===== src/design/rcsr_params.svh =====
// Constants for the calendar clock control and status registers
`ifndef RCSR_PARAMS_SVH
`define RCSR_PARAMS_SVH

// ==========================================================================
// Register addresses on the 4-bit address bus
`define RCSR_ADDR_CD      4'hd
`define RCSR_ADDR_CE      4'he
`define RCSR_ADDR_CF      4'hf

// ==========================================================================
// Field positions in the hold and busy register
`define RCSR_CD_HOLD      0
`define RCSR_CD_BUSY      1
`define RCSR_CD_IRQ       2
`define RCSR_CD_ADJ       3

// ==========================================================================
// Reset values
`define RCSR_CE_RST       4'h1
`define RCSR_CF_RST       4'h0

// ==========================================================================
// Counter limits
`define RCSR_SEC_LAST     6'h3b
`define RCSR_MIN_LAST     6'h3b
`define RCSR_ROUND_SEC    6'h1e

// ==========================================================================
// Timing
`define RCSR_CLK_HZ       200000000
`define RCSR_CLK_MHZ      200
`define RCSR_OSC_HZ       32768
`define RCSR_BUSY_NS      190000
`define RCSR_ADJ_NS       125000
`define RCSR_PULSE_NS     7812500
`define RCSR_TICK_CYC     (`RCSR_CLK_HZ / `RCSR_OSC_HZ)
`define RCSR_BUSY_CYC     ((`RCSR_BUSY_NS * `RCSR_CLK_MHZ) / 1000)
`define RCSR_ADJ_CYC      ((`RCSR_ADJ_NS * `RCSR_CLK_MHZ) / 1000)
`define RCSR_PULSE_CYC    ((`RCSR_PULSE_NS * `RCSR_CLK_MHZ) / 1000)

`endif


===== src/design/rcsr_pkg.sv =====
// Types for the calendar clock control and status registers
package rcsr_pkg;

    // Bus pins as one bundle for the synchroniser
    typedef struct packed {
        logic       ale;
        logic       cs0_n;
        logic       cs1;
        logic       rd_n;
        logic       wr_n;
        logic [3:0] addr;
        logic [3:0] data;
    } rcsr_pins_s;

    // Periodic output control, bit 3 down to bit 0
    typedef struct packed {
        logic per_hi;
        logic per_lo;
        logic irq_mode;
        logic mask;
    } rcsr_ce_s;

    // Counter mode control, bit 3 down to bit 0
    typedef struct packed {
        logic test;
        logic hour24;
        logic stop;
        logic clr;
    } rcsr_cf_s;

    // Hold arbitration, Gray coded
    typedef enum logic [1:0] {
        HS_FREE   = 2'b00,
        HS_DENIED = 2'b01,
        HS_GRANT  = 2'b11
    } rcsr_hold_e;

endpackage


===== src/design/rcsr_mod_counter.sv =====
// Modulo counter stage with carry out
`timescale 1ns/10ps

module rcsr_mod_counter #(
    parameter int unsigned   W    = 6,
    parameter logic [W-1:0]  LAST = '1
) (
    input  wire logic         clock_in,
    input  wire logic         sys_rst_in,
    input  wire logic         clear_in,
    input  wire logic         step_in,
    output logic [W-1:0]      count_out,
    output logic              carry_out
);

    assign carry_out = step_in & (count_out == LAST);

    always_ff @(posedge clock_in) begin
        if (sys_rst_in || clear_in) begin
            count_out <= '0;
        end else if (carry_out) begin
            count_out <= '0;
        end else if (step_in) begin
            count_out <= count_out + W'(1);
        end
    end

endmodule // rcsr_mod_counter


===== src/design/rcsr_top.sv =====
// Control and status registers of the calendar clock
`timescale 1ns/10ps
`include "rcsr_params.svh"

module rcsr_top #(
    parameter int TICK_CYC  = `RCSR_TICK_CYC,
    parameter int BUSY_CYC  = `RCSR_BUSY_CYC,
    parameter int ADJ_CYC   = `RCSR_ADJ_CYC,
    parameter int PULSE_CYC = `RCSR_PULSE_CYC
) (
    input  wire logic       clock_in,
    input  wire logic       sys_rst_in,
    input  wire logic       bus_ale_in,
    input  wire logic       bus_cs0_n_in,
    input  wire logic       power_good_select_in,
    input  wire logic       bus_rd_n_in,
    input  wire logic       bus_wr_n_in,
    input  wire logic [3:0] bus_addr_in,
    input  wire logic [3:0] bus_data_in,
    output logic [3:0]      bus_data_out,
    output logic            bus_data_oe_out,
    output logic            periodic_output_pin_out,
    output logic            periodic_output_pin_oe_out,
    output logic            hour_format_24_out,
    output logic            test_mode_out
);

    // ======================================================================
    // Pin synchroniser and bus decode
    rcsr_pkg::rcsr_pins_s  p1;
    rcsr_pkg::rcsr_pins_s  p2;
    logic                  wr_q;
    logic [3:0]            addr_l;
    logic                  sel_l;
    wire rcsr_pkg::rcsr_pins_s pin_now = {bus_ale_in, bus_cs0_n_in, power_good_select_in,
                                          bus_rd_n_in, bus_wr_n_in, bus_addr_in, bus_data_in};

    always_ff @(posedge clock_in) begin
        if (sys_rst_in) begin
            p1 <= '0;
            p2 <= '0;
            wr_q <= 1'b1;
        end else begin
            p1 <= pin_now;
            p2 <= p1;
            wr_q <= p2.wr_n;
        end
    end

    // Address and select latch while ALE is high
    always_ff @(posedge clock_in) begin
        if (sys_rst_in) begin
            addr_l <= 4'h0;
            sel_l <= 1'b0;
        end else if (p2.ale) begin
            addr_l <= p2.addr;
            sel_l <= !p2.cs0_n;
        end
    end

    wire       sel     = sel_l & p2.cs1;
    wire       wr_rise = sel & p2.wr_n & !wr_q;
    wire [3:0] wd      = p2.data;
    // Control registers answer whatever the hold state
    wire       wr_cd   = wr_rise & (addr_l == `RCSR_ADDR_CD);
    wire       wr_ce   = wr_rise & (addr_l == `RCSR_ADDR_CE);
    wire       wr_cf   = wr_rise & (addr_l == `RCSR_ADDR_CF);
    wire       rd_hit  = sel & !p2.rd_n & (addr_l >= `RCSR_ADDR_CD);

    // ======================================================================
    // Control registers
    rcsr_pkg::rcsr_ce_s  ce;
    rcsr_pkg::rcsr_cf_s  cf;

    always_ff @(posedge clock_in) begin
        if (sys_rst_in) begin
            ce <= rcsr_pkg::rcsr_ce_s'(`RCSR_CE_RST);
        end else if (wr_ce) begin
            ce <= rcsr_pkg::rcsr_ce_s'(wd);
        end
    end

    always_ff @(posedge clock_in) begin
        if (sys_rst_in) begin
            cf <= rcsr_pkg::rcsr_cf_s'(`RCSR_CF_RST);
        end else if (!p2.cs1) begin
            cf.clr <= 1'b0;
        end else if (wr_cf) begin
            cf.clr <= wd[0];
            cf.stop <= wd[1];
            cf.test <= wd[3];
            // Format latches only while the divider clear is already set
            if (cf.clr) begin
                cf.hour24 <= wd[2];
            end
        end
    end

    assign hour_format_24_out = cf.hour24;
    assign test_mode_out = cf.test;

    // ======================================================================
    // Oscillator tick and sub-second divider
    logic [12:0]  tick_cnt;
    logic [14:0]  sub;
    logic [14:0]  adj_cnt;
    wire          adj_busy = adj_cnt != 15'h0;
    wire          tick     = tick_cnt == 13'(TICK_CYC - 1);
    wire          sub_hold = cf.clr | adj_busy;
    wire          sub_run  = tick & (sub[1:0] == 2'h3) & !cf.stop;
    wire          ev_64    = sub_run & (&sub[8:2]) & !sub_hold;
    wire          ev_sec   = sub_run & (&sub[14:2]) & !sub_hold;

    always_ff @(posedge clock_in) begin
        if (sys_rst_in || tick) begin
            tick_cnt <= 13'h0;
        end else begin
            tick_cnt <= tick_cnt + 13'h1;
        end
    end

    always_ff @(posedge clock_in) begin
        if (sys_rst_in || sub_hold) begin
            sub <= 15'h0;
        end else if (tick) begin
            sub[1:0] <= sub[1:0] + 2'h1;
            // 8192 Hz stage and above freeze under stop
            if (sub_run) begin
                sub[14:2] <= sub[14:2] + 13'h1;
            end
        end
    end

    // ======================================================================
    // Hold and busy arbitration
    rcsr_pkg::rcsr_hold_e  hstate;
    rcsr_pkg::rcsr_hold_e  next_hstate;
    logic                  hold_q;
    logic                  pending;
    logic [15:0]           win_cnt;
    wire                   win_busy  = win_cnt != 16'h0;
    wire                   hold      = hstate != rcsr_pkg::HS_FREE;
    wire                   busy      = hstate != rcsr_pkg::HS_GRANT;
    wire                   hold_fall = hold_q & !hold;
    // One stalled carry is replayed on release, later ones dropped
    wire                   sec_step  = (ev_sec & !hold) | (hold_fall & pending);

    always_comb begin
        next_hstate = hstate;
        if (!p2.cs1) begin
            next_hstate = rcsr_pkg::HS_FREE;
        end else if (wr_cd) begin
            if (!wd[`RCSR_CD_HOLD]) begin
                next_hstate = rcsr_pkg::HS_FREE;
            end else if (hstate == rcsr_pkg::HS_FREE) begin
                // Denied stays denied until the host writes 0 then 1 again
                next_hstate = win_busy ? rcsr_pkg::HS_DENIED : rcsr_pkg::HS_GRANT;
            end
        end
    end

    always_ff @(posedge clock_in) begin
        if (sys_rst_in) begin
            hstate <= rcsr_pkg::HS_FREE;
            hold_q <= 1'b0;
        end else begin
            hstate <= next_hstate;
            hold_q <= hold;
        end
    end

    always_ff @(posedge clock_in) begin
        if (sys_rst_in || !hold) begin
            pending <= 1'b0;
        end else if (ev_sec) begin
            pending <= 1'b1;
        end
    end

    // Busy window opens on each seconds carry
    always_ff @(posedge clock_in) begin
        if (sys_rst_in) begin
            win_cnt <= 16'h0;
        end else if (ev_sec) begin
            win_cnt <= 16'(BUSY_CYC);
        end else if (win_busy) begin
            win_cnt <= win_cnt - 16'h1;
        end
    end

    // ======================================================================
    // Half-minute rounding and the seconds and minutes digits
    logic [5:0]  sec_val;
    logic        sec_carry;
    logic        hour_carry;
    wire         adj_start = wr_cd & wd[`RCSR_CD_ADJ] & !adj_busy;
    wire         round_up  = adj_start & (sec_val >= `RCSR_ROUND_SEC);
    wire         min_step  = sec_carry | round_up;

    always_ff @(posedge clock_in) begin
        if (sys_rst_in) begin
            adj_cnt <= 15'h0;
        end else if (adj_start) begin
            adj_cnt <= 15'(ADJ_CYC);
        end else if (adj_busy) begin
            adj_cnt <= adj_cnt - 15'h1;
        end
    end

    rcsr_mod_counter #(.W(6), .LAST(`RCSR_SEC_LAST)) u_sec (
        .clock_in   (clock_in),
        .sys_rst_in (sys_rst_in),
        .clear_in   (adj_start),
        .step_in    (sec_step),
        .count_out  (sec_val),
        .carry_out  (sec_carry)
    );

    rcsr_mod_counter #(.W(6), .LAST(`RCSR_MIN_LAST)) u_min (
        .clock_in   (clock_in),
        .sys_rst_in (sys_rst_in),
        .clear_in   (1'b0),
        .step_in    (min_step),
        .count_out  (),
        .carry_out  (hour_carry)
    );

    // ======================================================================
    // Periodic output and interrupt flag
    logic         active;
    logic [20:0]  pulse_cnt;
    // Events fire on the carry into the selected digit
    wire          ev_sel     = ce.per_hi ? (ce.per_lo ? hour_carry : min_step)
                                         : (ce.per_lo ? sec_step : ev_64);
    wire          flag_set   = ev_sel & !ce.mask & !active;
    // Timeout pauses while rounding keeps the 1/64 carries away
    wire          pulse_done = !ce.irq_mode & active & !adj_busy
                               & (pulse_cnt == 21'h1);
    wire          flag_clr   = (wr_cd & !wd[`RCSR_CD_IRQ]) | pulse_done | ce.mask;

    always_ff @(posedge clock_in) begin
        if (sys_rst_in) begin
            active <= 1'b0;
        end else if (flag_set) begin
            active <= 1'b1;
        end else if (flag_clr) begin
            active <= 1'b0;
        end
    end

    always_ff @(posedge clock_in) begin
        if (sys_rst_in) begin
            pulse_cnt <= 21'h0;
        end else if (flag_set) begin
            pulse_cnt <= 21'(PULSE_CYC);
        end else if (active && !adj_busy && pulse_cnt != 21'h0) begin
            pulse_cnt <= pulse_cnt - 21'h1;
        end
    end

    // Open drain: only ever pulls low
    assign periodic_output_pin_out = 1'b0;
    assign periodic_output_pin_oe_out = active;

    // ======================================================================
    // Read data
    wire [3:0] rd_cd  = {adj_busy, active, busy, hold};
    wire [3:0] rd_mux = (addr_l == `RCSR_ADDR_CD) ? rd_cd :
                        (addr_l == `RCSR_ADDR_CE) ? 4'(ce) :
                        (addr_l == `RCSR_ADDR_CF) ? 4'(cf) : 4'h0;

    always_ff @(posedge clock_in) begin
        if (sys_rst_in) begin
            bus_data_out <= 4'h0;
        end else begin
            bus_data_out <= rd_mux;
        end
    end

    assign bus_data_oe_out = rd_hit;

    // ======================================================================
    // Checks
    logic [14:0]  adj_len;
    logic [20:0]  pulse_len;

    always_ff @(posedge clock_in) begin
        if (sys_rst_in || !adj_busy) begin
            adj_len <= 15'h0;
        end else begin
            adj_len <= adj_len + 15'h1;
        end
    end

    always_ff @(posedge clock_in) begin
        if (sys_rst_in || !active || ce.irq_mode) begin
            pulse_len <= 21'h0;
        end else if (!adj_busy) begin
            pulse_len <= pulse_len + 21'h1;
        end
    end
endmodule // rcsr_top

===== config.mk =====
export PLATFORM = sky130hd
export DESIGN_NAME = rcsr_top
export DESIGN_NICKNAME = d
export VERILOG_FILES = /design/src/design/rcsr_pkg.sv /design/src/design/rcsr_mod_counter.sv /design/src/design/rcsr_top.sv
export VERILOG_INCLUDE_DIRS = /design/src /design/src/design
export SDC_FILE = /design/constraint.sdc
export NUM_CORES = 1
export LEC_CHECK = 0
export BUFFER_PORTS_ARGS = -buffer_cell sky130_fd_sc_hd__buf_2
export CELL_PAD_IN_SITES_DETAIL_PLACEMENT = 1
export CELL_PAD_IN_SITES_GLOBAL_PLACEMENT = 2
export CORE_UTILIZATION = 40
export CTS_BUF_LIST = sky130_fd_sc_hd__clkbuf_2
export CTS_CLUSTER_SIZE = 12
export DETAILED_ROUTE_END_ITERATION = 10
export HOLD_SLACK_MARGIN = 0.06
export PLACE_DENSITY = 0.84
export REMOVE_ABC_BUFFERS = 1
export SLEW_MARGIN = 10
export SYNTH_ARGS = -nofsm -noshare
export SYNTH_HDL_FRONTEND = slang
export SYNTH_SLANG_ARGS = --single-unit

===== constraint.sdc =====
create_clock -name clock_in -period 3.1 [get_ports clock_in]
set_input_delay 0 -clock clock_in [delete_from_list [all_inputs] [get_ports clock_in]]
set_output_delay 0 -clock clock_in [all_outputs]
set_load 0.02 [all_outputs]

==> out/metrics.csv, run 1 <==
metric;value;unit
max_clock_freq;0.358;GHz
fin_util;47.0;%
dieHeight;127;um
postCtsSetupRepairBufs;0;
synth_ff_type;dfxtp_1;
finalHoldViolCount;0;
drcViolationCount;0;
synth_edf_count;0;
portBuffers;22;
cp_num_buf_inv;0;
coreArea;15200;um^2
cts_tree;yes;
cap_violations;0;
start_util;41.0;%
nets;767;
combPwrFrac;28.9;%
fin_crit_sh;90.1;%
finalSetupViolations;0;
slew_headroom;37.2;%
critical_path.max_stage_delay;580;ps
path_cells;nor3_1, nand3b_1, nor4_2, a31oi_1, or4_1, a21oi_1;
seq_area_frac_synth;45.3;%
dieArea;16100;um^2
routed_wl;15.6;mm
power.internal;0.00293;W
post-place-ws;312;ps
peakVddDrop;328;uV
cp-start-kind;register;
drt-initial-drc-count;201;
yosys-top-cells-area;dfxtp_1, nor2_1, xnor2_1, nor2b_1, xor2_1;
critPathRequiredTime;3760;ps
ys_ff_latch;141;
seqPwrFrac;48.2;%
worstPathMaxFanout;12;
dp_hpwl;10.1;mm
fin_skew;43.1;ps
final_area;7150;um^2
ios;24;
p_sw_share;35.4;%
postSynthCellCount;680;
vias;5086;
clkPwrFrac;22.9;%
wire_per_inst;16.5;um
rsz0062_at_grt;false;
slew_violations;0;
power.density;635;nW/um^2
yosysMostFrequentCell;dfxtp_1;
power.switching;0.00161;W
ant_nets;0;
syn2layout_area_growth;14.7;%
worst_slack;307;ps
clk_latency;740;ps
synth_area;6230;um^2
place.gp.congestion;0.789;
grt_pass1_wl;26.3;mm
clk_path_buf_depth;2;
worstMarginPinSlew;937;ps
h-tree-depth;4;
path_class;register to register;
global_route.usage.total;20.7;%
p_leak;2.69;nW
overflow;0;
synth.avg_cell_area;9.16;um^2
critPathCaptureType;register;
grt_max_degree;32;
synth_top_area_share;45.3;%
hold_ws;329;ps
num_rows;45;
die_x;127;um
setup_tns;0;ps
synthTopCellsByCount;dfxtp_1, nor2_1, xnor2_1;
hp-class;primary input to register;
antenna_found_initial;1;
cp_slowest_cell;or4_1;
yosys_warnings;0;
placed_cell_area;6510;um^2
ys_types;64;
numClockSinks;141;
cts_root_buf;clkbuf_2;
drt_pre_antenna_iters;5;
yosys.area.top_type;dfxtp_1;
cp.arrival;3450;ps
vias_per_cell;5.40;
clkTransAtPathRegs;200;ps
synthArstFlopShare;0;%
crit_family;simple AND/OR/NAND/NOR gates;
cts_buffers;17;
grt_pass1_vias;5377;
drive_gt1_share;12.0;%
status;finished clean;
fin_crit;2790;ps
==> worst paths after layout <==
check / end / start / slack [ps] / cells past startpoint
worst max-delay path: u_sec.count_out[5]$_SDFFE_PP0P_ / adj_cnt[3]$_SDFFE_PP0P_ / 310 / 6
worst min-delay path: ce[3]$_SDFFE_PP0P_ / sys_rst_in / 330 / 3
worst max register to register: u_sec.count_out[5]$_SDFFE_PP0P_ / adj_cnt[3]$_SDFFE_PP0P_ / 310 / 6
worst min register to register: sel_l$_SDFFE_PP0P_ / p2[11]$_SDFF_PP0_ / 440 / 1
==> placed cells by master, fill, tap and decap left out, types with 6 or more instances in the layout <==
cell type      instances
dlygate4sd3_1         40
nor2_1               102
o211ai_1              13
and3_1                12
nor4_1                15
nor3_1                17
buf_2                 22
nor3b_1                6
mux2i_1               13
xor2_1                25
or4_1                  6
a21oi_1               26
nand3_1               28
or2_2                  7
o21ai_0                9
inv_1                 14
a311oi_1               8
clkbuf_2              19
ha_1                  13
xnor2_1               36
dfxtp_1              141
nor2b_1               35
a211oi_1              10
nand2_1               33
nand4_1               12
nand2b_1               6
buf_4                  8
==> layout make-up <==
type / count / area, um^2
Fill cell: 1792 / 8050
Multi-Input combinational cell: 495 / 3240
Antenna cell: 1 / 2.50
Clock inverter: 13 / 125
Clock buffer: 19 / 95.1
Inverter: 14 / 52.6
Sequential cell: 141 / 2820
Timing Repair Buffer: 70 / 571
Tap cell: 188 / 235
==> registers in the layout, summed over array words and instances, names as in the netlist, 9 cells and up <==
signal     flops
p1            13
sub           15
p2             9
tick_cnt      13
adj_cnt       15
win_cnt       16
pulse_cnt     21
==> power groups by stage <==
| stage | Combinational (W) | Sequential (W) | Clock [W] |
|---|---|---|---|
| 6_report | 0.00131 | 0.00219 | 0.00104 |
| 2_1_floorplan | 0.000949 | 0.00217 | 0 |
| 5_1_grt | 0.00146 | 0.00222 | 0.00116 |
| 3_3_place_gp | 0.00118 | 0.00220 | 0 |
| 3_5_place_dp | 0.00125 | 0.00222 | 0 |
| 4_1_cts | 0.00131 | 0.00218 | 0.00107 |
==> logic make-up (layout without fill, tap and decap cells) <==
kind of cell	Yosys count	in the layout	share of synthesized area, %
buffers and inverters	44	116	2.89
xor gates and xnor gates	61	61	8.57
AOI/OAI and AO/OA	89	89	10.0
adders and majority gates	13	13	2.61
muxes	14	14	2.27
other	1	2	0.0602
and+or+nand+nor	317	317	28.3
DFF	141	141	45.3
==> layer usage <==
layer	vias to the layer above	GRT usage [%]	share of wire, %
met4	0	7.84	2.0
met3	23	4.60	2.4
met2	66	36.0	49
li1	2515	-	-
met5	-	0	0
met1	2482	24.9	46
==> what timing repair did <==
action / 4_1_cts / 5_1_grt
hold buffers: 40 / 0
endpoints found under the setup margin: 0 / 6
resized for setup: 0 / 2
endpoints found under the hold margin: 52 / 0
==> per-stage QoR <==
step / std cells / total power [W]
final: 941 / 0.00454
after detailed placement: 868 / 0.00347
after global routing: 941 / 0.00484
after floorplan: 650 / 0.00312
after global placement: 868 / 0.00338
after CTS: 940 / 0.00456
==> worst min-delay path, cell delays in order <==
cell and delay, ps:
dlygate4sd3_1 540, buf_2 330, nor2_1 160
No activity file was read; power rests on OpenSTA's default activity.
==> run 2: changes to the inputs <==
CORE_UTILIZATION = 41   (was 40)
PLACE_DENSITY = 0.85   (was 0.84)
==> run 2 against run 1 <==
  * Setup slack better by 65 ps
  * Sequential cell count unchanged
  * Non-clock buffer count up 3
  * Maximum frequency up 2.4%
  * Sequential power about the same
  * Clock skew down 9.5 ps
  * First-iteration DRC count up 18%
  * Critical endpoint unchanged
  * Largest cell class unchanged
  * Highest routed layer unchanged
==> out/metrics.csv, run 2 (synthesis gave the netlist of run 1 again) <==
metric;value;unit
antenna_found_initial;0;
ios;24;
drcViolationCount;0;
largest_reg_flops;21;
slew_headroom;38.3;%
dieHeight;125;um
drt_pre_antenna_iters;4;
clk_path_buf_depth;2;
min-delay-start;sys_rst_in;
reg2reg_depth;8;
clk_latency;710;ps
cts_tree;yes;
finalSetupViolations;0;
wire_per_inst;16.5;um
place.gp.congestion;0.782;
cts_buffers;17;
critPathRequiredTime;3720;ps
status;finished clean;
setup_tns;0;ps
postCtsSetupRepairBufs;0;
dp_hpwl;10.2;mm
nets;770;
cp.arrival;3340;ps
fin_crit;2730;ps
worstPathMaxFanout;12;
peakVddDrop;337;uV
vias_per_cell;5.47;
cp-start-kind;register;
ant_nets;0;
coreArea;14700;um^2
cts_root_buf;clkbuf_2;
rsz0062_at_grt;false;
layout_common_cells;dfxtp_1, nor2_1, dlygate4sd3_1;
clkTransAtPathRegs;200;ps
syn2layout_area_growth;15.3;%
vias;5125;
portBuffers;22;
cap_violations;0;
final_common_cell;dfxtp_1;
die_x;125;um
reg.largest.list;pulse_cnt x21, win_cnt x16;
overflow;0;
dp.cells;868;
fin_skew;33.6;ps
start_util;42.4;%
p_leak;2.72;nW
power.density;655;nW/um^2
slew_violations;0;
global_route.usage.total;20.9;%
grt_pass1_wl;26.2;mm
top_register;pulse_cnt;
post-place-ws;377;ps
worst_slack;373;ps
drt-initial-drc-count;238;
numClockSinks;141;
whs_endpoint;ce[3]$_SDFFE_PP0P_;
routed_wl;15.4;mm
hp-class;primary input to register;
drive_gt1_share;12.0;%
min_path_cells;3;
insertedDiodeCount;0;
num_rows;44;
fin_crit_sh;88.0;%
critPathCaptureType;register;
grt_pass1_vias;5468;
path_class;register to register;
rrSetupSlack;370;ps
finalHoldViolCount;0;
h-tree-depth;4;
r2r_end;u_sec.count_out[5]$_SDFFE_PP0P_;
worstMarginPinSlew;921;ps
grt_max_degree;34;
max_clock_freq;0.367;GHz
reg2reg_from;tick_cnt[0]$_SDFF_PP0_;
dieArea;15700;um^2
fin_cells;937;
fin_util;48.9;%
==> run 2: cell type report <==
class	instances	area, um^2
clock buffers	18	90.1
clock inverters	12	173
fillers	1686	7510
inverters	14	52.6
multi-input cells	495	3230
flip-flops and latches	141	2820
well taps	184	230
repair buffers	73	591
==> run 2: timing repair <==
item                      CTS  global route
hold buffers               39             0
hold endpoints to repair   54             0
gates resized for setup     0             0
==> run 2: worst max-delay path, stage by stage, from the launching register on <==
cell and delay, ps:
dfxtp_1 390, inv_1 70, ha_1 150, and4b_1 190
nand4_1 130, nor3_1 530, a31oi_1 460, or4_1 570
a21oi_1 160
==> run 2: worst max path at each step <==
stage,cells after the start,slack (ps),start,endpoint
after floorplan,8,620,tick_cnt[0]$_SDFF_PP0_,periodic_output_pin_oe_out$_SDFFE_PP0P_
after global placement,8,490,tick_cnt[0]$_SDFF_PP0_,u_sec.count_out[5]$_SDFFE_PP0P_
after detailed placement,8,380,tick_cnt[0]$_SDFF_PP0_,u_sec.count_out[5]$_SDFFE_PP0P_
after CTS,8,330,tick_cnt[0]$_SDFF_PP0_,u_sec.count_out[5]$_SDFFE_PP0P_
after global routing,7,110,tick_cnt[1]$_SDFF_PP0_,u_sec.count_out[5]$_SDFFE_PP0P_
final,8,370,tick_cnt[0]$_SDFF_PP0_,u_sec.count_out[5]$_SDFFE_PP0P_
==> run 2: power by group <==
| part | internal [W] | switching [W] | leakage [nW] | total, W |
|---|---|---|---|---|
| combinational | 0.000591 | 0.000726 | 1.43 | 0.00132 |
| clock | 0.000519 | 0.000681 | 0.147 | 0.00120 |
| sequential | 0.00199 | 0.000196 | 1.15 | 0.00219 |
==> run 2: per-stage QoR <==
stage	power (W)	cell area (um^2)	hold WS [ps]
floorplan	0.00312	6100	69.1
global placement	0.00341	6530	209
detailed placement	0.00349	6530	214
CTS	0.00473	7190	287
global route	0.00499	7190	319
finish	0.00470	7190	372
==> run 2: metal layers <==
| metal | up-vias | wire length [um] | track usage, % |
|---|---|---|---|
| met5 | - | 0 | 0 |
| met4 | 0 | 270 | 8.11 |
| met3 | 24 | 312 | 3.68 |
| met2 | 65 | 7520 | 36.6 |
| met1 | 2524 | 7340 | 25.3 |
| li1 | 2512 | - | - |
